[src/design/tcc_pkg.sv]
// Shared constants, types and configuration carrier of the 16-bit compare/capture timer.
package tcc_pkg;

  // System clock rate and the count clock divider.
  localparam int unsigned SYS_CLK_HZ   = 100_000_000;
  localparam int unsigned PRESCALE_DIV = 8;
  localparam int unsigned PRESC_W      = $clog2(PRESCALE_DIV);
  localparam logic [PRESC_W-1:0] PRESC_LAST = PRESC_W'(PRESCALE_DIV - 1);
  localparam logic [PRESC_W-1:0] PRESC_RST  = 3'h0;

  // Counter geometry and reset values.
  localparam int unsigned CNT_W    = 16;
  localparam logic [CNT_W-1:0] CNT_ZERO = 16'h0000;
  localparam logic [CNT_W-1:0] CNT_ONE  = 16'h0001;
  localparam logic [CNT_W-1:0] CNT_MAX  = 16'hffff;
  localparam logic [CNT_W-1:0] CAP_RST  = 16'h0000;

  // Output pins idle high after reset, matching a disabled output with low active level bit.
  localparam logic WAVE_RST = 1'b1;

  // Output mode codes, {out_mode_hi, out_mode_lo}.
  localparam logic [1:0] MODE_TOGGLE   = 2'h0;
  localparam logic [1:0] MODE_PWM_A    = 2'h1;
  localparam logic [1:0] MODE_PWM_AB   = 2'h2;
  localparam logic [1:0] MODE_PPG_A    = 2'h3;

  // Capture edge selection.
  typedef enum logic [1:0] {
    TCC_EDGE_FALL = 2'h0,
    TCC_EDGE_RISE = 2'h1,
    TCC_EDGE_BOTH = 2'h2,
    TCC_EDGE_ALSO = 2'h3
  } tcc_edge_e;

  // Output and clear configuration, held by software outside the block.
  typedef struct packed {
    logic auto_clear_on_period;  // Period match clears the counter.
    logic out_mode_hi;           // Output mode, high bit.
    logic out_mode_lo;           // Output mode, low bit.
    logic output_enable_a;       // Output A follows its waveform.
    logic active_level_a;        // Output A level select.
    logic output_enable_b;       // Output B follows its waveform.
    logic active_level_b;        // Output B level select.
  } tcc_cfg_s;

endpackage

[src/design/tcc_edge_detect.sv]
// Synchroniser and selectable edge detector for the external capture input.
`timescale 1ns/100ps
module tcc_edge_detect
  import tcc_pkg::*;
(
  input  wire logic      sys_clk,    // System clock.
  input  wire logic      srst,       // Synchronous reset, active high.
  input  wire logic      pin_in,     // Asynchronous edge input pin.
  input  wire tcc_edge_e edge_sel,   // Which edges count.
  output logic           edge_pulse  // One-cycle valid edge.
);

  typedef struct packed {
    logic meta;   // First synchroniser stage.
    logic sync;   // Second synchroniser stage.
    logic prev;   // Previous synchronised level.
  } tcc_edge_s;

  tcc_edge_s s;
  tcc_edge_s next_s;

  // The first stage feeds only the second stage, so no logic sees a metastable level.
  always_comb begin
    next_s      = s;
    next_s.meta = pin_in;
    next_s.sync = s.meta;
    next_s.prev = s.sync;
  end

  always_ff @(posedge sys_clk) begin
    if (srst) begin
      s <= '0;
    end else begin
      s <= next_s;
    end
  end

  // Edge decode runs on the synchronised pair only.
  // Edge selection decode.
  always_comb begin
    unique case (edge_sel)
      TCC_EDGE_FALL: edge_pulse = ~s.sync & s.prev;
      TCC_EDGE_RISE: edge_pulse = s.sync & ~s.prev;
      TCC_EDGE_BOTH: edge_pulse = s.sync ^ s.prev;
      TCC_EDGE_ALSO: edge_pulse = s.sync ^ s.prev;
    endcase
  end

endmodule

[src/design/tcc_timer16.sv]
// 16-bit up-counter with two compares, one capture and a two-pin output control circuit.
//
// Operation
// Clear cause zeroes counter on next tick.
// Counter holds value until that tick.
// Run low stops, clears on next tick.
// Rerun before clear: clear and count together.
// Rerun after clear: count from zero.
// Compare equality gives match and interrupt.
// Period match auto-clear makes interval timer.
// Software loads compares before using them.
// Valid edge copies count into capture; the code copies only while count_run is high.
// Capture edge: rising, falling or both.
// Outputs driven by overflow and match events.
// Software routes pins to timer function.
// Mode bits choose toggle, PWM or PPG.
// Software avoids unlisted output configurations.
// Enabled output changes per selected mode.
// Disabled output tied to inverse level bit.
// Count clock is system clock over eight.
// Wrap from maximum sets sticky overflow flag.
// Run rising: clear first tick, then count.
// Run already set: no clear, keep counting.
// One match event per counter value.
`timescale 1ns/100ps
module tcc_timer16
  import tcc_pkg::*;
(
  input  wire logic             sys_clk,           // System clock, 100 MHz.
  input  wire logic             srst,              // Synchronous reset, active high.
  input  wire logic             count_run,         // Run bit, level.
  input  wire tcc_cfg_s         cfg,               // Output and clear configuration.
  input  wire logic [CNT_W-1:0] compare_a,         // Compare register for output A.
  input  wire logic [CNT_W-1:0] compare_period,    // Period compare register.
  input  wire tcc_edge_e        edge_select_reg,   // Capture edge selection.
  input  wire logic             edge_input,        // External capture pin, asynchronous.
  input  wire logic             overflow_clear,    // Software clear of the overflow flag.
  output logic [CNT_W-1:0]      main_counter,      // Running count.
  output logic [CNT_W-1:0]      capture_value,     // Last captured count.
  output logic                  overflow_flag,     // Sticky overflow flag.
  output logic                  match_a_irq,       // Compare A match pulse.
  output logic                  match_period_irq,  // Period match pulse.
  output logic                  capture_irq,       // Capture edge pulse.
  output logic                  wave_out_a,        // Timer output pin A.
  output logic                  wave_out_b         // Timer output pin B.
);

  typedef struct packed {
    logic [PRESC_W-1:0] presc;         // Count clock divider.
    logic               run_prev;      // Run bit one cycle ago.
    logic               clear_pend;    // Clear waits for the next tick.
    logic               clr_period;    // Pending clear came from a period match.
    logic               fresh;         // Counter took a new value last tick while running.
    logic [CNT_W-1:0]   counter;       // Count value.
    logic [CNT_W-1:0]   capture;       // Capture register.
    logic               ovf_flag;      // Sticky overflow flag.
    logic               irq_a;         // Compare A match pulse.
    logic               irq_p;         // Period match pulse.
    logic               irq_cap;       // Capture pulse.
    logic               st_a;          // Waveform state of output A.
    logic               st_b;          // Waveform state of output B.
    logic               wave_a;        // Pin level A.
    logic               wave_b;        // Pin level B.
  } tcc_state_s;

  tcc_state_s s;
  tcc_state_s next_s;

  logic edge_evt;

  // Capture edges arrive from a pin and are synchronised before use.
  // Capture trigger source.
  tcc_edge_detect u_edge (
    .sys_clk    (sys_clk),
    .srst       (srst),
    .pin_in     (edge_input),
    .edge_sel   (edge_select_reg),
    .edge_pulse (edge_evt)
  );

  // Waveform state for a PWM-style output: restart sets active, match sets inactive.
  function automatic logic pwm_next(input logic cur, input logic restart, input logic hit);
    logic r;
    r = cur;
    if (restart) begin
      r = 1'b1;
    end
    if (hit) begin
      r = 1'b0;
    end
    return r;
  endfunction

  // Pin level from waveform state; a disabled pin shows the inverse of its level bit.
  function automatic logic pin_level(input logic en, input logic alv, input logic st);
    return en ? (st ^ alv) : ~alv;
  endfunction

  logic             tick;
  logic             start;
  logic             stop;
  logic             match_a;
  logic             match_p;
  logic             wrap;
  logic             restart;
  logic [1:0]       mode;

  // Event decode. Matches are looked at only in the cycle after the counter moved,
  // so a value held across eight system clocks raises one event, not eight.
  always_comb begin
    tick = (s.presc == PRESC_LAST);
    // Only a real change of the run bit counts.
    start = count_run & ~s.run_prev;
    stop  = ~count_run & s.run_prev;
    // Compare equality detect.
    // Single event per value.
    match_a = s.fresh & count_run & (s.counter == compare_a);
    match_p = s.fresh & count_run & (s.counter == compare_period);
    // Wrap at the maximum value.
    wrap = tick & ~s.clear_pend & count_run & (s.counter == CNT_MAX);
    restart = tick & s.clear_pend & s.clr_period;
    mode = {cfg.out_mode_hi, cfg.out_mode_lo};
  end

  // Next-state logic of the whole timer.
  always_comb begin
    next_s          = s;
    next_s.irq_a    = match_a;
    next_s.irq_p    = match_p;
    next_s.irq_cap  = 1'b0;
    next_s.fresh    = 1'b0;
    next_s.run_prev = count_run;

    // Divide by eight for the count clock.
    if (tick) begin
      next_s.presc = PRESC_RST;
    end else begin
      next_s.presc = s.presc + PRESC_W'(1);
    end

    if (tick) begin
      if (s.clear_pend) begin
        // Deferred clear lands on the tick.
        // Clear and start from zero at once.
        next_s.counter    = CNT_ZERO;
        next_s.clear_pend = 1'b0;
        next_s.clr_period = 1'b0;
        next_s.fresh      = count_run;
      end else if (count_run) begin
        // Counting resumes on the tick.
        next_s.counter = s.counter + CNT_ONE;
        next_s.fresh   = 1'b1;
      end
    end

    // Pending clear keeps the current value until the tick.
    // Period match schedules the clear.
    if (match_p && cfg.auto_clear_on_period) begin
      next_s.clear_pend = 1'b1;
      next_s.clr_period = 1'b1;
    end
    // Stop schedules a clear.
    // Start clears on the first tick.
    if (start || stop) begin
      next_s.clear_pend = 1'b1;
      next_s.clr_period = 1'b0;
    end

    // Set wins over a software clear arriving in the same cycle.
    // Sticky overflow flag.
    if (wrap) begin
      next_s.ovf_flag = 1'b1;
    end else if (overflow_clear) begin
      next_s.ovf_flag = 1'b0;
    end

    // A stopped timer takes no capture, since its count is not meaningful.
    // Capture latch.
    if (edge_evt && count_run) begin
      next_s.capture = s.counter;
      next_s.irq_cap = 1'b1;
    end

    // Output control from overflow and matches.
    // Mode selects waveform per pin.
    unique case (mode)
      MODE_TOGGLE: begin
        next_s.st_a = s.st_a ^ match_a;
        next_s.st_b = s.st_b ^ match_p;
      end
      MODE_PWM_A: begin
        next_s.st_a = pwm_next(s.st_a, wrap, match_a);
        next_s.st_b = s.st_b ^ match_p;
      end
      MODE_PWM_AB: begin
        next_s.st_a = pwm_next(s.st_a, wrap, match_a);
        next_s.st_b = pwm_next(s.st_b, wrap, match_p);
      end
      MODE_PPG_A: begin
        next_s.st_a = pwm_next(s.st_a, restart | wrap, match_a);
        next_s.st_b = s.st_b ^ match_p;
      end
    endcase

    // Enabled pin follows its waveform.
    // Disabled pin tied to inverse level bit.
    next_s.wave_a = pin_level(cfg.output_enable_a, cfg.active_level_a, next_s.st_a);
    next_s.wave_b = pin_level(cfg.output_enable_b, cfg.active_level_b, next_s.st_b);
  end

  // State register; reset stops the count and leaves the counter at zero.
  always_ff @(posedge sys_clk) begin
    if (srst) begin
      s          <= '0;
      s.presc    <= PRESC_RST;
      s.counter  <= CNT_ZERO;
      s.capture  <= CAP_RST;
      s.wave_a   <= WAVE_RST;
      s.wave_b   <= WAVE_RST;
    end else begin
      s <= next_s;
    end
  end

  // All outputs come straight from flip-flops.
  assign main_counter     = s.counter;
  assign capture_value    = s.capture;
  assign overflow_flag    = s.ovf_flag;
  assign match_a_irq      = s.irq_a;
  assign match_period_irq = s.irq_p;
  assign capture_irq      = s.irq_cap;
  assign wave_out_a       = s.wave_a;
  assign wave_out_b       = s.wave_b;

endmodule

[config.mk]
export PLATFORM = sky130hd
export DESIGN_NAME = tcc_timer16
export DESIGN_NICKNAME = d
export VERILOG_FILES = /design/src/design/tcc_pkg.sv /design/src/design/tcc_edge_detect.sv /design/src/design/tcc_timer16.sv
export SDC_FILE = /design/constraint.sdc
export NUM_CORES = 1
export LEC_CHECK = 0
export ABC_AREA = 1
export BUFFER_PORTS_ARGS = -buffer_cell sky130_fd_sc_hd__buf_2
export CAP_MARGIN = 20
export CORE_MARGIN = 2
export CORE_UTILIZATION = 50
export CTS_CLUSTER_DIAMETER = 40
export DETAILED_ROUTE_END_ITERATION = 8
export PLACE_DENSITY = 0.74
export SKIP_LAST_GASP = 1
export SYNTH_ARGS = -nofsm -noshare
export SYNTH_HDL_FRONTEND = slang
export SYNTH_SLANG_ARGS = --single-unit
[constraint.sdc]
create_clock -name sys_clk -period 1.9 [get_ports sys_clk]
set_input_delay 0.57 -clock sys_clk [delete_from_list [all_inputs] [get_ports sys_clk]]
set_output_delay 0.57 -clock sys_clk [all_outputs]
set_load 0.05 [all_outputs]
Yosys cells after proc, flatten, opt, wreduce, memory -nomap -nowiden --
Cells that the tools add are included.
Storage, ports and cells: register bits 50, output and inout bits 38, logic and storage cells 91
Operators by class: add/sub/neg operators 2, equal/unequal tests 10, muxes and demuxes 19, bitwise operators 26, reduce and logical (&&, ||, !) cells 16
Operator list (count):
- 17-bit 2-to-1 mux | 2
- 16-bit == test | 2
- 19-bit 2-to-1 mux | 1
- 16-bit by 1-bit adder with 16-bit output (second input constant) | 1
- 16-bit == test (second input constant) | 1
- 1-bit bitwise AND | 12
- 1-bit 2-to-1 mux | 12
- 2-bit == test (second input constant) | 4
- 1-bit NOT | 8
- 2-bit one-hot mux with 4 select lines | 1
- 2-bit nonzero test | 4
- 2-bit OR reduction | 4
- 1-bit XOR | 5
- 2-bit by 1-bit == test with 1-bit output (second input constant) | 2
- 2-bit logical NOT | 2
- 2-bit 2-to-1 mux | 2
- 2-bit AND reduction | 2
- 3-bit by 1-bit adder with 3-bit output (second input constant) | 1
- 3-bit == test (second input constant) | 1
- 1-bit one-hot mux with 3 select lines | 1
- 3-bit nonzero test | 1
- 1-bit logical AND | 2
- 1-bit logical OR | 1
- 1-bit bitwise OR | 1

Logic depth before layout (Yosys ltp) --
Gate-level depths: netlist (run 1).
depth after elaboration 10, mapped depth 14

Hierarchy --
From an unflattened synthesis (run 1), not the netlist that was laid out.
Unflattened totals: cell total of the unflattened synthesis 493, area, all modules 3236.9 um^2
Modules (own cells, without submodules):
- tcc_timer16 | instances 1, cells an instance 474, area an instance 3096.7 um^2
- tcc_edge_detect | instances 1, cells an instance 19, area an instance 140.1 um^2

Least setup slack after synthesis (run 1) --
Ideal clock, no wire load.
kind flip-flop to flip-flop, start register s[44] (netlist name), end register s (netlist bit wave_out_a), setup time 0.130 ns, data arrival time 1.447 ns, data required time 1.770 ns, path slack 0.323 ns, stages on the path, launching flop included 12, buffers on the path 0, period minus slack after synthesis 1.577 ns, cells stage by stage dfxtp_1 -> ha_1 -> ha_1 -> nand2_2 -> nor2_4 -> nand3_1 -> o21ai_2 -> nand3_2 -> nand2_1 -> inv_2 -> nand3_1 -> nand3_1
Between the ends: word-level cells in the longest chain between the ends 10, elaborated cells on any way between the ends 14
Ends and longest elaborated chain:
- from (decl) | line tcc_timer16.sv:66 | tcc_state_s s;
- from (signal assigned) | line tcc_timer16.sv:221 | s <= next_s;
- 3-bit == test (*) | line tcc_timer16.sv:111 | tick = (s.presc == PRESC_LAST);
- 1-bit bitwise AND (3 in a row) | line tcc_timer16.sv:120 | wrap = tick & ~s.clear_pend & count_run & (s.counter == CNT_MAX);
- 1-bit bitwise OR | line tcc_timer16.sv:200 | next_s.st_a = pwm_next(s.st_a, restart | wrap, match_a);
- 1-bit 2-to-1 mux | line tcc_timer16.sv:85 | if (restart) begin
- 1-bit 2-to-1 mux | line tcc_timer16.sv:88 | if (hit) begin
- 2-bit one-hot mux with 4 select lines (*) | line tcc_timer16.sv:186 | unique case (mode)
- 1-bit XOR (*) | line tcc_timer16.sv:96 | return en ? (st ^ alv) : ~alv;
- 1-bit 2-to-1 mux (*) | line tcc_timer16.sv:96
Mark *: on every way between the ends. The rest lies on a longest branch, timed or not. A chain may end at the register's enable or synchronous reset.

Worst setup path in the final report (run 1) --
start register s (netlist bit main_counter[8]), end output port main_counter[8]
RTL lines:
- to (decl) | line tcc_timer16.sv:38 | output logic [CNT_W-1:0] main_counter,
No word-level cell between the ends.

==> summary.json, run 1 <==
{
  "final_layout": {
    "share_of_final_layout_standard_cells_stronger_than_drive_strength_1_pct": 26.53,
    "n_fill_cell": 620,
    "multi_input_area_mm2": 0.001638,
    "insertedDiodeCount": 0,
    "regArea_mm2": 0.001001,
    "design.final.nets": 604,
    "finish.utilization_pct": 58.80,
    "flow.area_growth_from_synthesis_pct": 14.88
  },
  "yosys": {
    "count_of_distinct_cell_types_in_the_synthesized_netlist": 40,
    "postSynthCellCount": 491,
    "yosysWarnings": 0,
    "yosysSeqAreaShare_pct": 31.15,
    "synth.ff_latch_count": 50,
    "syn_nets": 542,
    "synth_area_mm2": 0.003213,
    "syn_area_per_cell_um2": 6.544
  },
  "setup_path": {
    "cp_cell_sequence": "buf_2",
    "critPathKind": "flip-flop to output port",
    "timing.critical_path.slowest_stage_cell": "dfxtp_1",
    "crit_required_ps": 1330,
    "cp_top_family": "flip-flops",
    "setup.reg_to_reg.worst_slack_ps": 200,
    "critical_path.n_buffers_inverters": 1,
    "crit_path_end_kind": "output port",
    "cp.arrival_ps": 1240,
    "max_stage_delay_ps": 590,
    "worstSetupStartpointType": "flip-flop",
    "critical_path_peak_fanout": 7
  },
  "timing": {
    "finalClockSkew_ps": 2.474,
    "slew-limit-headroom_pct": 71.67,
    "layout_worst_path_cycle_share_pct": 95.26,
    "setup_viol_count_final": 0,
    "tns_ps": 0,
    "timing_worst_slew_pin_value_ps": 424.4,
    "period_minus_slack_ps": 1810,
    "slew_viol_final": 0,
    "rsz0062_at_grt": "no",
    "final_hold_viol_count": 0,
    "fmax_mhz": 552.5
  },
  "drt": {
    "drt_wl_total_mm": 8.953,
    "num_vias": 3234,
    "firstDrtPassIters": 7,
    "detail-route-antenna-nets": 0,
    "remaining_drc_errors": 0,
    "first_iter_violations": 284,
    "drt-vias-per-instance": 5.125,
    "detail_route.wl_per_cell_um": 14.19
  },
  "status": {
    "outcome": "finished clean"
  },
  "floorplanning": {
    "die_area_mm2": 0.007084,
    "die_w_um": 84.17,
    "fp.dieH_um": 84.17,
    "core_mm2": 0.006277,
    "boundaryPins": 84,
    "rows": 29,
    "initial_core_util_pct": 51.19
  },
  "clocking": {
    "tritoncts.num_buffers": 5,
    "holdBufCountCts": 0,
    "clkSlewWorstSetupHoldPaths_ps": 90,
    "tritoncts": "done",
    "clock_sinks": 50,
    "clock_tree.htree_level_count": 2,
    "clock-root-buffer": "clkbuf_8",
    "cts.repair_timing.setup_buffer_count": 0,
    "clk_latency_ps": 300,
    "cts_resized": 0,
    "max-clock-path-buffers": 2
  },
  "power_and_ir_drop": {
    "p_per_area_mw_per_mm2": 596.9,
    "p_leak_nw": 1.780,
    "ir_drop_mv": 0.3815
  },
  "placed_design": {
    "finalWeightedCongestion": 0.9664,
    "place.port_buffers": 83,
    "place.detailed.hpwl_mm": 6.996
  },
  "run": {
    "max_cap_violations": 0
  },
  "grt": {
    "grt.total_usage_pct": 25.46,
    "grt_pass1_vias": 3031,
    "grt_overflow": 0,
    "grt_pass1_wl_mm": 14.59,
    "grt_antenna_before_repair": 0,
    "grt_start_max_net_pins": 31
  },
  "worst_hold_path": {
    "min_path_type": "flip-flop to flip-flop"
  }
}
[cell usage in the layout (no fill, tap or decap), drive strengths merged]
cell type	instances
inv	72
a22oi	1
nand3b	1
a31oi	2
dfxtp	50
o21ai	30
a211oi	3
or2	4
o211ai	1
o31ai	1
mux2i	1
buf	101
clkbuf	7
nand4	11
xor2	1
a221oi	3
o2111ai	3
a21oi	37
nor4	2
o22ai	1
bufinv	1
clkinv	1
ha	5
nor3	4
nand2	116
a311oi	1
nand3	28
xnor2	3
nor2	62
nor4b	1
[metal layers]
layer	vias to the layer above	track usage, %	share of wire [%]
li1	1663	-	-
met1	1423	34.90	46
met2	127	40.26	44
met3	21	3.638	6.3
met4	0	10.56	3.4
met5	-	0	0
[cells in the mapped netlist, drive strengths merged]
library cell | count | area share [%]
nor4b | 1 | 0.27
a211oi | 3 | 0.70
a22oi | 1 | 0.23
clkbuf | 7 | 0.82
nand2 | 116 | 14
o21ai | 30 | 4.9
a221oi | 3 | 1.0
o31ai | 1 | 0.39
a21oi | 37 | 5.9
nand3b | 1 | 0.23
xnor2 | 3 | 0.82
o211ai | 1 | 0.23
o2111ai | 3 | 0.82
nor3 | 4 | 0.62
nand3 | 28 | 5.5
inv | 72 | 8.4
nor2 | 62 | 8.5
buf | 39 | 8.7
ha | 5 | 1.9
xor2 | 1 | 0.27
a31oi | 2 | 0.39
or2 | 4 | 0.78
mux2i | 1 | 0.31
clkinv | 1 | 0.12
dfxtp | 50 | 31
o22ai | 1 | 0.19
a311oi | 1 | 0.27
nand4 | 11 | 2.1
nor4 | 2 | 0.39
[state kept, by name (all words and copies together) (netlist names)]
name              count
capture_value        16
capture_irq           1
s                     9
u_edge.next_s         2
wave_out_b            1
u_edge.s              1
main_counter         16
match_a_irq           1
wave_out_a            1
match_period_irq      1
overflow_flag         1
[final cells by class]
class	count	share of cell area [%]
clock buffer	7	2.068
clock inverter	1	0.8136
inverter	73	7.424
multi-input combinational	322	44.37
sequential	50	27.12
tap	77	2.610
timing repair buffer	101	15.59
[logic make-up (layout without fill, tap and decap cells)]
kind of cell    Yosys count  count (layout)  share of synthesized area [%]
compound gates           83              83                          15.03
xor+xnor                  4               4                          1.091
fa+ha+maj                 5               5                          1.947
buf+inv                 119             182                          18.07
flops                    50              50                          31.15
mux                       1               1                         0.3115
simple gates            229             229                          32.40
[final timing paths]
path | start | end | cells after the start
worst max-delay path | main_counter[8]$_SDFFE_PP0P_ | main_counter[8] | 1
worst min-delay path | u_edge.next_s[1]$_SDFF_PP0_ | u_edge.next_s[0]$_SDFF_PP0_ | 2
worst max register to register | main_counter[15]$_SDFFE_PP0P_ | wave_out_a$_SDFF_PP1_ | 11
worst min register to register | u_edge.next_s[1]$_SDFF_PP0_ | u_edge.next_s[0]$_SDFF_PP0_ | 2
[per-stage QoR]
stage          cell area (µm²)  std cells  hold WS [ps]  setup WS, ps  total power, mW
6_report                  3691        631         406.8         90.13            2.203
5_1_grt                   3691        631         425.3         50.88            2.298
2_1_floorplan             3213        491         388.3         323.0            1.375
4_1_cts                   3685        631         407.9         108.4            2.214
3_3_place_gp              3578        623         393.1         140.3            1.467
3_5_place_dp              3578        623         396.0         92.57            1.472
[power by group]
| part | internal (mW) | switching, mW |
|---|---|---|
| clock | 0.395 | 0.358 |
| combinational | 0.117 | 0.234 |
| sequential | 1.08 | 0.0160 |
| total | 1.59 | 0.608 |
[worst reg2reg max path, stage by stage (launching register included)]
cell and delay, ps:
dfxtp_1 540, inv_2 160, a21oi_2 160, nand3_1 100
nor2_2 130, nand3_1 120, nand3_2 100, nand2_1 60
inv_2 60, nand2_1 50, nand2_1 60, nand3_1 60
No activity file was read; power rests on OpenSTA's default activity.
==> run 2: changes to the inputs <==
Clock period 1.9 ns to 2.3 ns, I/O delays scaled along.
==> run 2 against run 1 <==
Cell count down 1.7%. Highest routed layer unchanged. Global-route usage fell by 0.37 points. Setup slack better by 290 ps. Largest power group unchanged. Critical path type unchanged. Worst hold slack lost 0.73 ps.
==> summary.json, run 2 (synthesis gave the netlist of run 1 again) <==
{
  "floorplanning": {
    "fp.dieH": {"value": 84.17, "unit": "µm", "change": "unchanged"},
    "die_area": {"value": 0.007084, "unit": "mm²", "change": "unchanged"},
    "boundaryPins": {"value": 84, "change": "unchanged"},
    "initial_core_util": {"value": 51.19, "unit": "%", "change": "unchanged"},
    "die_w": {"value": 84.17, "unit": "µm", "change": "unchanged"},
    "core": {"value": 0.006277, "unit": "mm²", "change": "unchanged"},
    "rows": {"value": 29, "change": "unchanged"}
  },
  "drt": {
    "firstDrtPassIters": {"value": 5, "change": "was 7"},
    "first_iter_violations": {"value": 245, "change": "was 284"},
    "num_vias": {"value": 3215, "change": "was 3,234"},
    "detail-route-antenna-nets": {"value": 0, "change": "unchanged"},
    "remaining_drc_errors": {"value": 0, "change": "unchanged"},
    "drt-vias-per-instance": {"value": 5.185, "change": "was 5.125"},
    "detail_route.wl_per_cell": {"value": 14.10, "unit": "µm", "change": "was 14.19 µm"},
    "drt_wl_total": {"value": 8.743, "unit": "mm", "change": "was 8.953 mm"}
  },
  "setup_path": {
    "worstSetupStartpointType": {"value": "flip-flop", "change": "unchanged"},
    "critical_path_depth": {"value": 1, "change": "unchanged"},
    "critPathKind": {"value": "flip-flop to output port", "change": "unchanged"},
    "critical_path_peak_fanout": {"value": 7, "change": "unchanged"},
    "cp.arrival": {"value": 1230, "unit": "ps", "change": "was 1240 ps"},
    "critical_path.n_buffers_inverters": {"value": 1, "change": "unchanged"},
    "timing.critical_path.slowest_stage_cell": {"value": "dfxtp_1", "change": "unchanged"},
    "cp_top_family": {"value": "flip-flops", "change": "unchanged"},
    "max_stage_delay": {"value": 580, "unit": "ps", "change": "was 590 ps"},
    "cp_cell_sequence": {"value": "buf_2", "change": "unchanged"},
    "worstRegToRegCells": {"value": 10, "change": "was 11"},
    "crit_path_end_kind": {"value": "output port", "change": "unchanged"},
    "crit_required": {"value": 1610, "unit": "ps", "change": "was 1330 ps"}
  },
  "timing": {
    "layout_worst_path_cycle_share_pct": 83.40,
    "timing_worst_slew_pin_value": {"value": 480.6, "unit": "ps", "change": "was 424.4 ps"},
    "finalClockSkew": {"value": 5.636, "unit": "ps", "change": "was 2.474 ps"},
    "slew-limit-headroom": {"value": 67.51, "unit": "%", "change": "was 71.67%"},
    "final_hold_viol_count": {"value": 0, "change": "unchanged"},
    "fmax_mhz": 521.3,
    "setup_viol_count_final": {"value": 0, "change": "unchanged"},
    "tns": {"value": 0, "unit": "ps", "change": "unchanged"},
    "slew_viol_final": {"value": 0, "change": "unchanged"},
    "fin_worst_hold_slack": {"value": 406.1, "unit": "ps", "change": "was 406.8 ps"},
    "rsz0062_at_grt": {"value": "no", "change": "unchanged"},
    "period_minus_slack_ps": 1918
  },
  "clocking": {
    "cts_resized": {"value": 0, "change": "unchanged"},
    "clkSlewWorstSetupHoldPaths": {"value": 90, "unit": "ps", "change": "about the same"},
    "clock_sinks": {"value": 50, "change": "unchanged"},
    "tritoncts.num_buffers": {"value": 5, "change": "unchanged"},
    "tritoncts": {"value": "done", "change": "unchanged"},
    "clk_latency": {"value": 310, "unit": "ps", "change": "was 300 ps"},
    "clock-root-buffer": {"value": "clkbuf_8", "change": "unchanged"},
    "max-clock-path-buffers": {"value": 2, "change": "unchanged"},
    "holdBufCountCts": {"value": 0, "change": "unchanged"},
    "clock_tree.htree_level_count": {"value": 2, "change": "unchanged"},
    "cts.repair_timing.setup_buffer_count": {"value": 0, "change": "unchanged"}
  },
  "final_layout": {
    "n_fill_cell": {"value": 649, "change": "was 620"},
    "layout.cells.most_common_list": {"value": "110 x nand2_1, 83 x buf_2, 61 x inv_1, 54 x nor2_1, 50 x dfxtp_1", "change": "unchanged"},
    "insertedDiodeCount": {"value": 0, "change": "unchanged"},
    "finish.utilization": {"value": 56.99, "unit": "%", "change": "was 58.80%"},
    "flow.area_growth_from_synthesis": {"value": 11.33, "unit": "%", "change": "was 14.88%"},
    "design.final.nets": {"value": 593, "change": "was 604"},
    "layout_commonest_cell": {"value": "nand2_1", "change": "unchanged"},
    "share_of_final_layout_standard_cells_stronger_than_drive_strength_1": {"value": 24.86, "unit": "%", "change": "was 26.53%"},
    "layoutNonFillerInstCount": {"value": 620, "change": "was 631"}
  },
  "placed_design": {
    "placedCellCount": {"value": 612, "change": "was 623"},
    "finalWeightedCongestion": {"value": 0.9216, "change": "was 0.9664"},
    "place.port_buffers": {"value": 83, "change": "unchanged"},
    "place.detailed.hpwl": {"value": 6.893, "unit": "mm", "change": "was 6.996 mm"}
  },
  "power_and_ir_drop": {
    "ir_drop": {"value": 0.2795, "unit": "mV", "change": "was 0.3815 mV"},
    "p_leak": {"value": 1.717, "unit": "nW", "change": "was 1.780 nW"},
    "p_per_area": {"value": 507.7, "unit": "mW/mm²", "change": "was 596.9 mW/mm²"}
  },
  "worst_hold_path": {
    "min_path_type": {"value": "flip-flop to flip-flop", "change": "unchanged"},
    "hold-path-cell-count": {"value": 2, "change": "unchanged"}
  },
  "grt": {
    "grt.total_usage": {"value": 25.09, "unit": "%", "change": "was 25.46%"},
    "grt_pass1_vias": {"value": 2990, "change": "was 3,031"},
    "grt_overflow": {"value": 0, "change": "unchanged"},
    "grt_pass1_wl": {"value": 14.25, "unit": "mm", "change": "was 14.59 mm"},
    "grt_antenna_before_repair": {"value": 0, "change": "unchanged"},
    "grt_start_max_net_pins": {"value": 31, "change": "unchanged"}
  },
  "run": {
    "max_cap_violations": {"value": 0, "change": "unchanged"}
  },
  "status": {
    "outcome": {"value": "finished clean", "change": "unchanged"}
  }
}
==> run 2: cell types whose count changed in the layout (fill, tap and decap cells not counted) <==
cell     previous run  this run
nor4b_2             1         0
buf_12              2         0
nor4b_1             0         1
buf_4              16         7
==> run 2: path summary, 6_finish.rpt <==
path	startpoint	endpoint	slack, ps
max	main_counter[8]$_SDFFE_PP0P_	main_counter[8]	380
min	u_edge.next_s[1]$_SDFF_PP0_	u_edge.next_s[0]$_SDFF_PP0_	410
max reg2reg	main_counter[1]$_SDFFE_PP0P_	wave_out_a$_SDFF_PP1_	470
min reg2reg	u_edge.next_s[1]$_SDFF_PP0_	u_edge.next_s[0]$_SDFF_PP0_	410
==> run 2: worst register-to-register path: cells and delay by family (launching register included) <==
kind	cells	cell delay [ps]
AOI/OAI and AO/OA	1	190
adders and majority gates	1	250
buffers and inverters	1	40
DFF	1	450
and+or+nand+nor	7	790
==> run 2: metrics by stage <==
step	cell area (µm²)	setup slack, ps	power (mW)
2_1_floorplan	3213	685.6	1.136
3_3_place_gp	3471	364.1	1.205
3_5_place_dp	3471	312.7	1.211
4_1_cts	3577	389.9	1.832
5_1_grt	3577	255.5	1.908
6_report	3577	381.9	1.816
==> run 2: final cells by class <==
cell class / instances / area, µm² / share of cell area (%)
clock buffers: 7 / 76.32 / 2.134
clock inverters: 1 / 30.03 / 0.8395
inverters: 73 / 274.0 / 7.660
multi-input cells: 322 / 1632 / 45.61
flip-flops and latches: 50 / 1001 / 27.98
well taps: 77 / 96.34 / 2.693
repair buffers: 90 / 467.9 / 13.08
==> run 2: routing by layer <==
metal / part of all wire (%) / track usage, % / vias to the layer above
li1: - / - / 1636
met1: 45 / 33.60 / 1431
met2: 46 / 41.34 / 133
met3: 6.9 / 4.523 / 15
met4: 2.0 / 7.625 / 0
met5: 0 / 0 / -
==> run 2: where the power goes <==
group	switching, mW	internal (mW)	total [mW]
Clock	0.299	0.326	0.625
Combinational	0.191	0.0918	0.283
Sequential	0.0126	0.895	0.908
==> run 3: changes to the inputs <==
Settings changed: ABC_AREA 1 to 0, PLACE_DENSITY 0.74 to 0.75.
Clock period 2.3 ns to 2 ns, I/O delays scaled along.
==> run 3 against run 2 <==
The flow now finishes with violations (negative setup slack). Setup slack got worse by 430 ps. Register-to-register slack got worse by 490 ps. Routed wire length fell by 16%. Combinational power fell by 22%. First-iteration DRC count fell by 37%. Synthesized cell count fell by 29%.
==> summary.json, run 3 <==
{
  "floorplanning": {
    "fp.dieH": {"value": 81.58, "unit": "µm", "change": "was 84.17 µm"},
    "initial_core_util": {"value": 51.43, "unit": "%", "change": "was 51.19%"},
    "die_area": {"value": 0.006654, "unit": "mm²", "change": "was 0.007084 mm²"},
    "rows": {"value": 28, "change": "was 29"},
    "die_w": {"value": 81.58, "unit": "µm", "change": "was 84.17 µm"},
    "boundaryPins": {"value": 84, "change": "unchanged"},
    "core": {"value": 0.005851, "unit": "mm²", "change": "was 0.006277 mm²"}
  },
  "placed_design": {
    "finalWeightedCongestion": {"value": 0.8937, "change": "was 0.9216"},
    "place.port_buffers": {"value": 83, "change": "unchanged"},
    "place.detailed.hpwl": {"value": 5.689, "unit": "mm", "change": "was 6.893 mm"},
    "placedInstanceArea": {"value": 0.003412, "unit": "mm²", "change": "was 0.003471 mm²"},
    "detailedPlace.worstSlack": {"value": -316.3, "unit": "ps", "change": "was 312.7 ps"}
  },
  "yosys": {
    "syn_nets": {"value": 401, "change": "was 542"},
    "synth.ff_latch_count": {"value": 50, "change": "unchanged"},
    "synth_edf_count": {"value": 0, "change": "unchanged"},
    "syn_area_per_cell": {"value": 8.598, "unit": "µm²", "change": "was 6.544 µm²"},
    "yosysSeqAreaShare": {"value": 33.26, "unit": "%", "change": "was 31.15%"},
    "yosysWarnings": {"value": 0, "change": "unchanged"},
    "synth.most_common_cell": {"value": "nor2_1", "change": "was nand2_1"},
    "synth_area": {"value": 0.003009, "unit": "mm²", "change": "was 0.003213 mm²"},
    "count_of_distinct_cell_types_in_the_synthesized_netlist": {"value": 48, "change": "was 40"},
    "post_synth_most_frequent_cells": {"value": "52 x nor2_1, 50 x dfxtp_1, 32 x buf_4, 26 x nand2_1, 21 x mux2i_1", "change": "was 110 x nand2_1, 61 x inv_1, 54 x nor2_1, 50 x dfxtp_1, 36 x a21oi_1"},
    "synth.largest_area_cell": {"value": "dfxtp_1", "change": "unchanged"},
    "synth_largest_type_area_fraction": {"value": 33.26, "unit": "%", "change": "was 31.15%"},
    "synth_area_leaders": {"value": "dfxtp_1 33%, buf_4 8.0%, mux2i_1 7.0%, nor2_1 6.5%, xnor2_1 4.7%", "change": "was dfxtp_1 31%, nand2_1 13%, buf_4 7.9%, inv_1 7.1%, nor2_1 6.3%"},
    "async_reset_ff_share": {"value": 0, "unit": "%", "change": "unchanged"},
    "postSynthCellCount": {"value": 350, "change": "was 491"},
    "yosys_most_used_dff": {"value": "dfxtp_1", "change": "unchanged"}
  },
  "grt": {
    "grt.total_usage": {"value": 22.35, "unit": "%", "change": "was 25.09%"},
    "grt.met2_usage": {"value": 38.44, "unit": "%", "change": "was 41.34%"},
    "grt_most_used_layer": {"value": "met2", "change": "unchanged"},
    "grt_overflow": {"value": 0, "change": "unchanged"},
    "grt_pass1_wl": {"value": 11.44, "unit": "mm", "change": "was 14.25 mm"},
    "grt_antenna_before_repair": {"value": 0, "change": "unchanged"},
    "grt_start_max_net_pins": {"value": 38, "change": "was 31"},
    "grt_pass1_vias": {"value": 2523, "change": "was 2,990"},
    "met3_routing_resource_usage_after_global_routing": {"value": 4.835, "unit": "%", "change": "was 4.523%"},
    "use_met1": {"value": 26.95, "unit": "%", "change": "was 33.60%"}
  },
  "clocking": {
    "max-clock-path-buffers": {"value": 2, "change": "unchanged"},
    "tritoncts.num_buffers": {"value": 5, "change": "unchanged"},
    "clock_tree.htree_level_count": {"value": 2, "change": "unchanged"},
    "clk_latency": {"value": 310, "unit": "ps", "change": "about the same"},
    "clkSlewWorstSetupHoldPaths": {"value": 90, "unit": "ps", "change": "about the same"},
    "tritoncts": {"value": "done", "change": "unchanged"},
    "clock-root-buffer": {"value": "clkbuf_8", "change": "unchanged"},
    "clock_sinks": {"value": 50, "change": "unchanged"}
  },
  "drt": {
    "num_vias": {"value": 2651, "change": "was 3,215"},
    "drt_wl_total": {"value": 7.334, "unit": "mm", "change": "was 8.743 mm"},
    "remaining_drc_errors": {"value": 0, "change": "unchanged"},
    "drt-vias-per-instance": {"value": 5.334, "change": "was 5.185"},
    "firstDrtPassIters": {"value": 5, "change": "unchanged"},
    "detail_route.wl_per_cell": {"value": 14.76, "unit": "µm", "change": "was 14.10 µm"},
    "detail-route-antenna-nets": {"value": 0, "change": "unchanged"},
    "first_iter_violations": {"value": 155, "change": "was 245"}
  },
  "final_layout": {
    "flow.area_growth_from_synthesis": {"value": 18.46, "unit": "%", "change": "was 11.33%"},
    "insertedDiodeCount": {"value": 0, "change": "unchanged"},
    "layout_cell_area_excl_fill": {"value": 0.003565, "unit": "mm²", "change": "was 0.003577 mm²"},
    "design.final.nets": {"value": 472, "change": "was 593"},
    "n_fill_cell": {"value": 507, "change": "was 649"},
    "layout.cells.most_common_list": {"value": "82 x buf_2, 52 x nor2_1, 44 x dfxtp_1, 37 x buf_4, 26 x nand2_1", "change": "was 110 x nand2_1, 83 x buf_2, 61 x inv_1, 54 x nor2_1, 50 x dfxtp_1"},
    "share_of_final_layout_standard_cells_stronger_than_drive_strength_1": {"value": 35.78, "unit": "%", "change": "was 24.86%"},
    "finish.utilization": {"value": 60.93, "unit": "%", "change": "was 56.99%"},
    "layout_commonest_cell": {"value": "buf_2", "change": "was nand2_1"}
  },
  "timing": {
    "final_critical_path_setup_slack": {"value": -46.59, "unit": "ps", "change": "was 381.9 ps"},
    "slew_viol_final": {"value": 0, "change": "unchanged"},
    "period_minus_slack_ps": 2047,
    "setup_viol_count_final": {"value": 2, "change": "was 0"},
    "timing_worst_slew_pin_value": {"value": 311.0, "unit": "ps", "change": "was 480.6 ps"},
    "rsz0062_at_grt": {"value": "yes", "change": "was no"},
    "layout_worst_path_cycle_share_pct": 102.3,
    "slew-limit-headroom": {"value": 79.05, "unit": "%", "change": "was 67.51%"},
    "fmax_mhz": 488.6,
    "finalClockSkew": {"value": 3.466, "unit": "ps", "change": "was 5.636 ps"},
    "final_hold_viol_count": {"value": 0, "change": "unchanged"}
  },
  "power_and_ir_drop": {
    "report.power.total": {"value": 1.843, "unit": "mW", "change": "was 1.816 mW"},
    "p_leak": {"value": 1.678, "unit": "nW", "change": "was 1.717 nW"},
    "p_per_area": {"value": 517.1, "unit": "mW/mm²", "change": "was 507.7 mW/mm²"},
    "ir_drop": {"value": 0.3377, "unit": "mV", "change": "was 0.2795 mV"}
  },
  "status": {
    "outcome": {"value": "complete, but fails checks", "change": "was finished clean"},
    "violations": "negative setup slack"
  },
  "setup_path": {
    "critPathKind": {"value": "input port to flip-flop", "change": "was flip-flop to output port"},
    "critical_path_peak_fanout": {"value": 2, "change": "was 7"},
    "worstSetupStartpointType": {"value": "input port", "change": "was flip-flop"},
    "crit_path_end_kind": {"value": "flip-flop", "change": "was output port"},
    "cp.arrival": {"value": 2290, "unit": "ps", "change": "was 1230 ps"},
    "crit_required": {"value": 2250, "unit": "ps", "change": "was 1610 ps"}
  },
  "worst_hold_path": {
    "min_path_type": {"value": "flip-flop to flip-flop", "change": "unchanged"}
  },
  "run": {
    "max_cap_violations": {"value": 0, "change": "unchanged"}
  }
}
==> run 3: cell count changes after synthesis, moves of 8 or more <==
cell,previous run,this run
mux2i_1,1,21
nand2_1,110,26
xor2_1,1,14
o21ai_0,26,7
xnor2_1,3,16
nor2b_1,0,8
inv_1,61,5
nand3_1,21,8
inv_2,11,0
a21oi_1,36,11
==> run 3: final cells by class <==
| class | count | area (µm²) | share of cell area (%) |
|---|---|---|---|
| inverter | 5 | 18.77 | 0.5265 |
| multi-input combinational | 237 | 1614 | 45.28 |
| sequential | 50 | 1008 | 28.29 |
| clock buffer | 5 | 68.82 | 1.931 |
| clock inverter | 3 | 21.27 | 0.5967 |
| timing repair buffer | 122 | 739.5 | 20.74 |
| tap | 75 | 93.84 | 2.633 |
==> run 3: power breakdown <==
group / internal (mW) / switching [mW] / total [mW]
clock: 0.247 / 0.359 / 0.605
combinational: 0.108 / 0.113 / 0.222
sequential: 1.01 / 0.00728 / 1.02
total: 1.36 / 0.479 / 1.84
==> run 3: worst max-delay path, stage by stage <==
cell	delay (ps)
buf_2	100
xnor2_1	270
nand4_1	160
or4_4	450
nor4b_4	270
mux2i_1	250
mux2i_1	190
==> run 3: routing by layer <==
metal | part of all wire, % | wire length, µm
met5 | 0 | 0
met4 | 2.3 | 171
met3 | 7.6 | 561
met2 | 48 | 3501
met1 | 42 | 3100
==> run 3: cells by family (layout without fill, tap and decap cells) <==
logic type	count (synthesis)	count (layout)	synth area share, %
adders and majority gates	5	5	2.079
xor gates and xnor gates	34	34	11.27
DFF	50	50	33.26
buffers and inverters	63	135	14.55
muxes	22	22	7.360
AOI/OAI and AO/OA	39	39	8.607
and+or+nand+nor	137	137	22.87
==> run 3: worst paths after layout <==
path / cells after the start / endpoint / from / slack, ps
hold / removal: 1 / s[44]$_SDFF_PP0_ / s[44]$_SDFF_PP0_ / 440
setup / recovery: 7 / wave_out_a$_SDFF_PP1_ / compare_a[9] / -50
hold reg to reg: 1 / s[44]$_SDFF_PP0_ / s[44]$_SDFF_PP0_ / 440
setup reg to reg: 6 / wave_out_a$_SDFF_PP1_ / main_counter[9]$_SDFFE_PP0P_ / -20
==> run 3: timing repair <==
action | in CTS | in global routing
gates resized for setup | 1 | 12
hold buffers | 0 | 0
setup endpoints to repair | 1 | 8
setup buffers | 0 | 1
pin swaps | 0 | 4
==> run 3: through the flow <==
stage,TNS (ps),cells,hold slack [ps]
after global placement,-521.3,488,416.8
after global routing,-84.71,497,462.6
final,-69.60,497,439.0
after detailed placement,-736.9,488,419.9
after CTS,0,496,444.3
after floorplan,-113.5,350,408.4
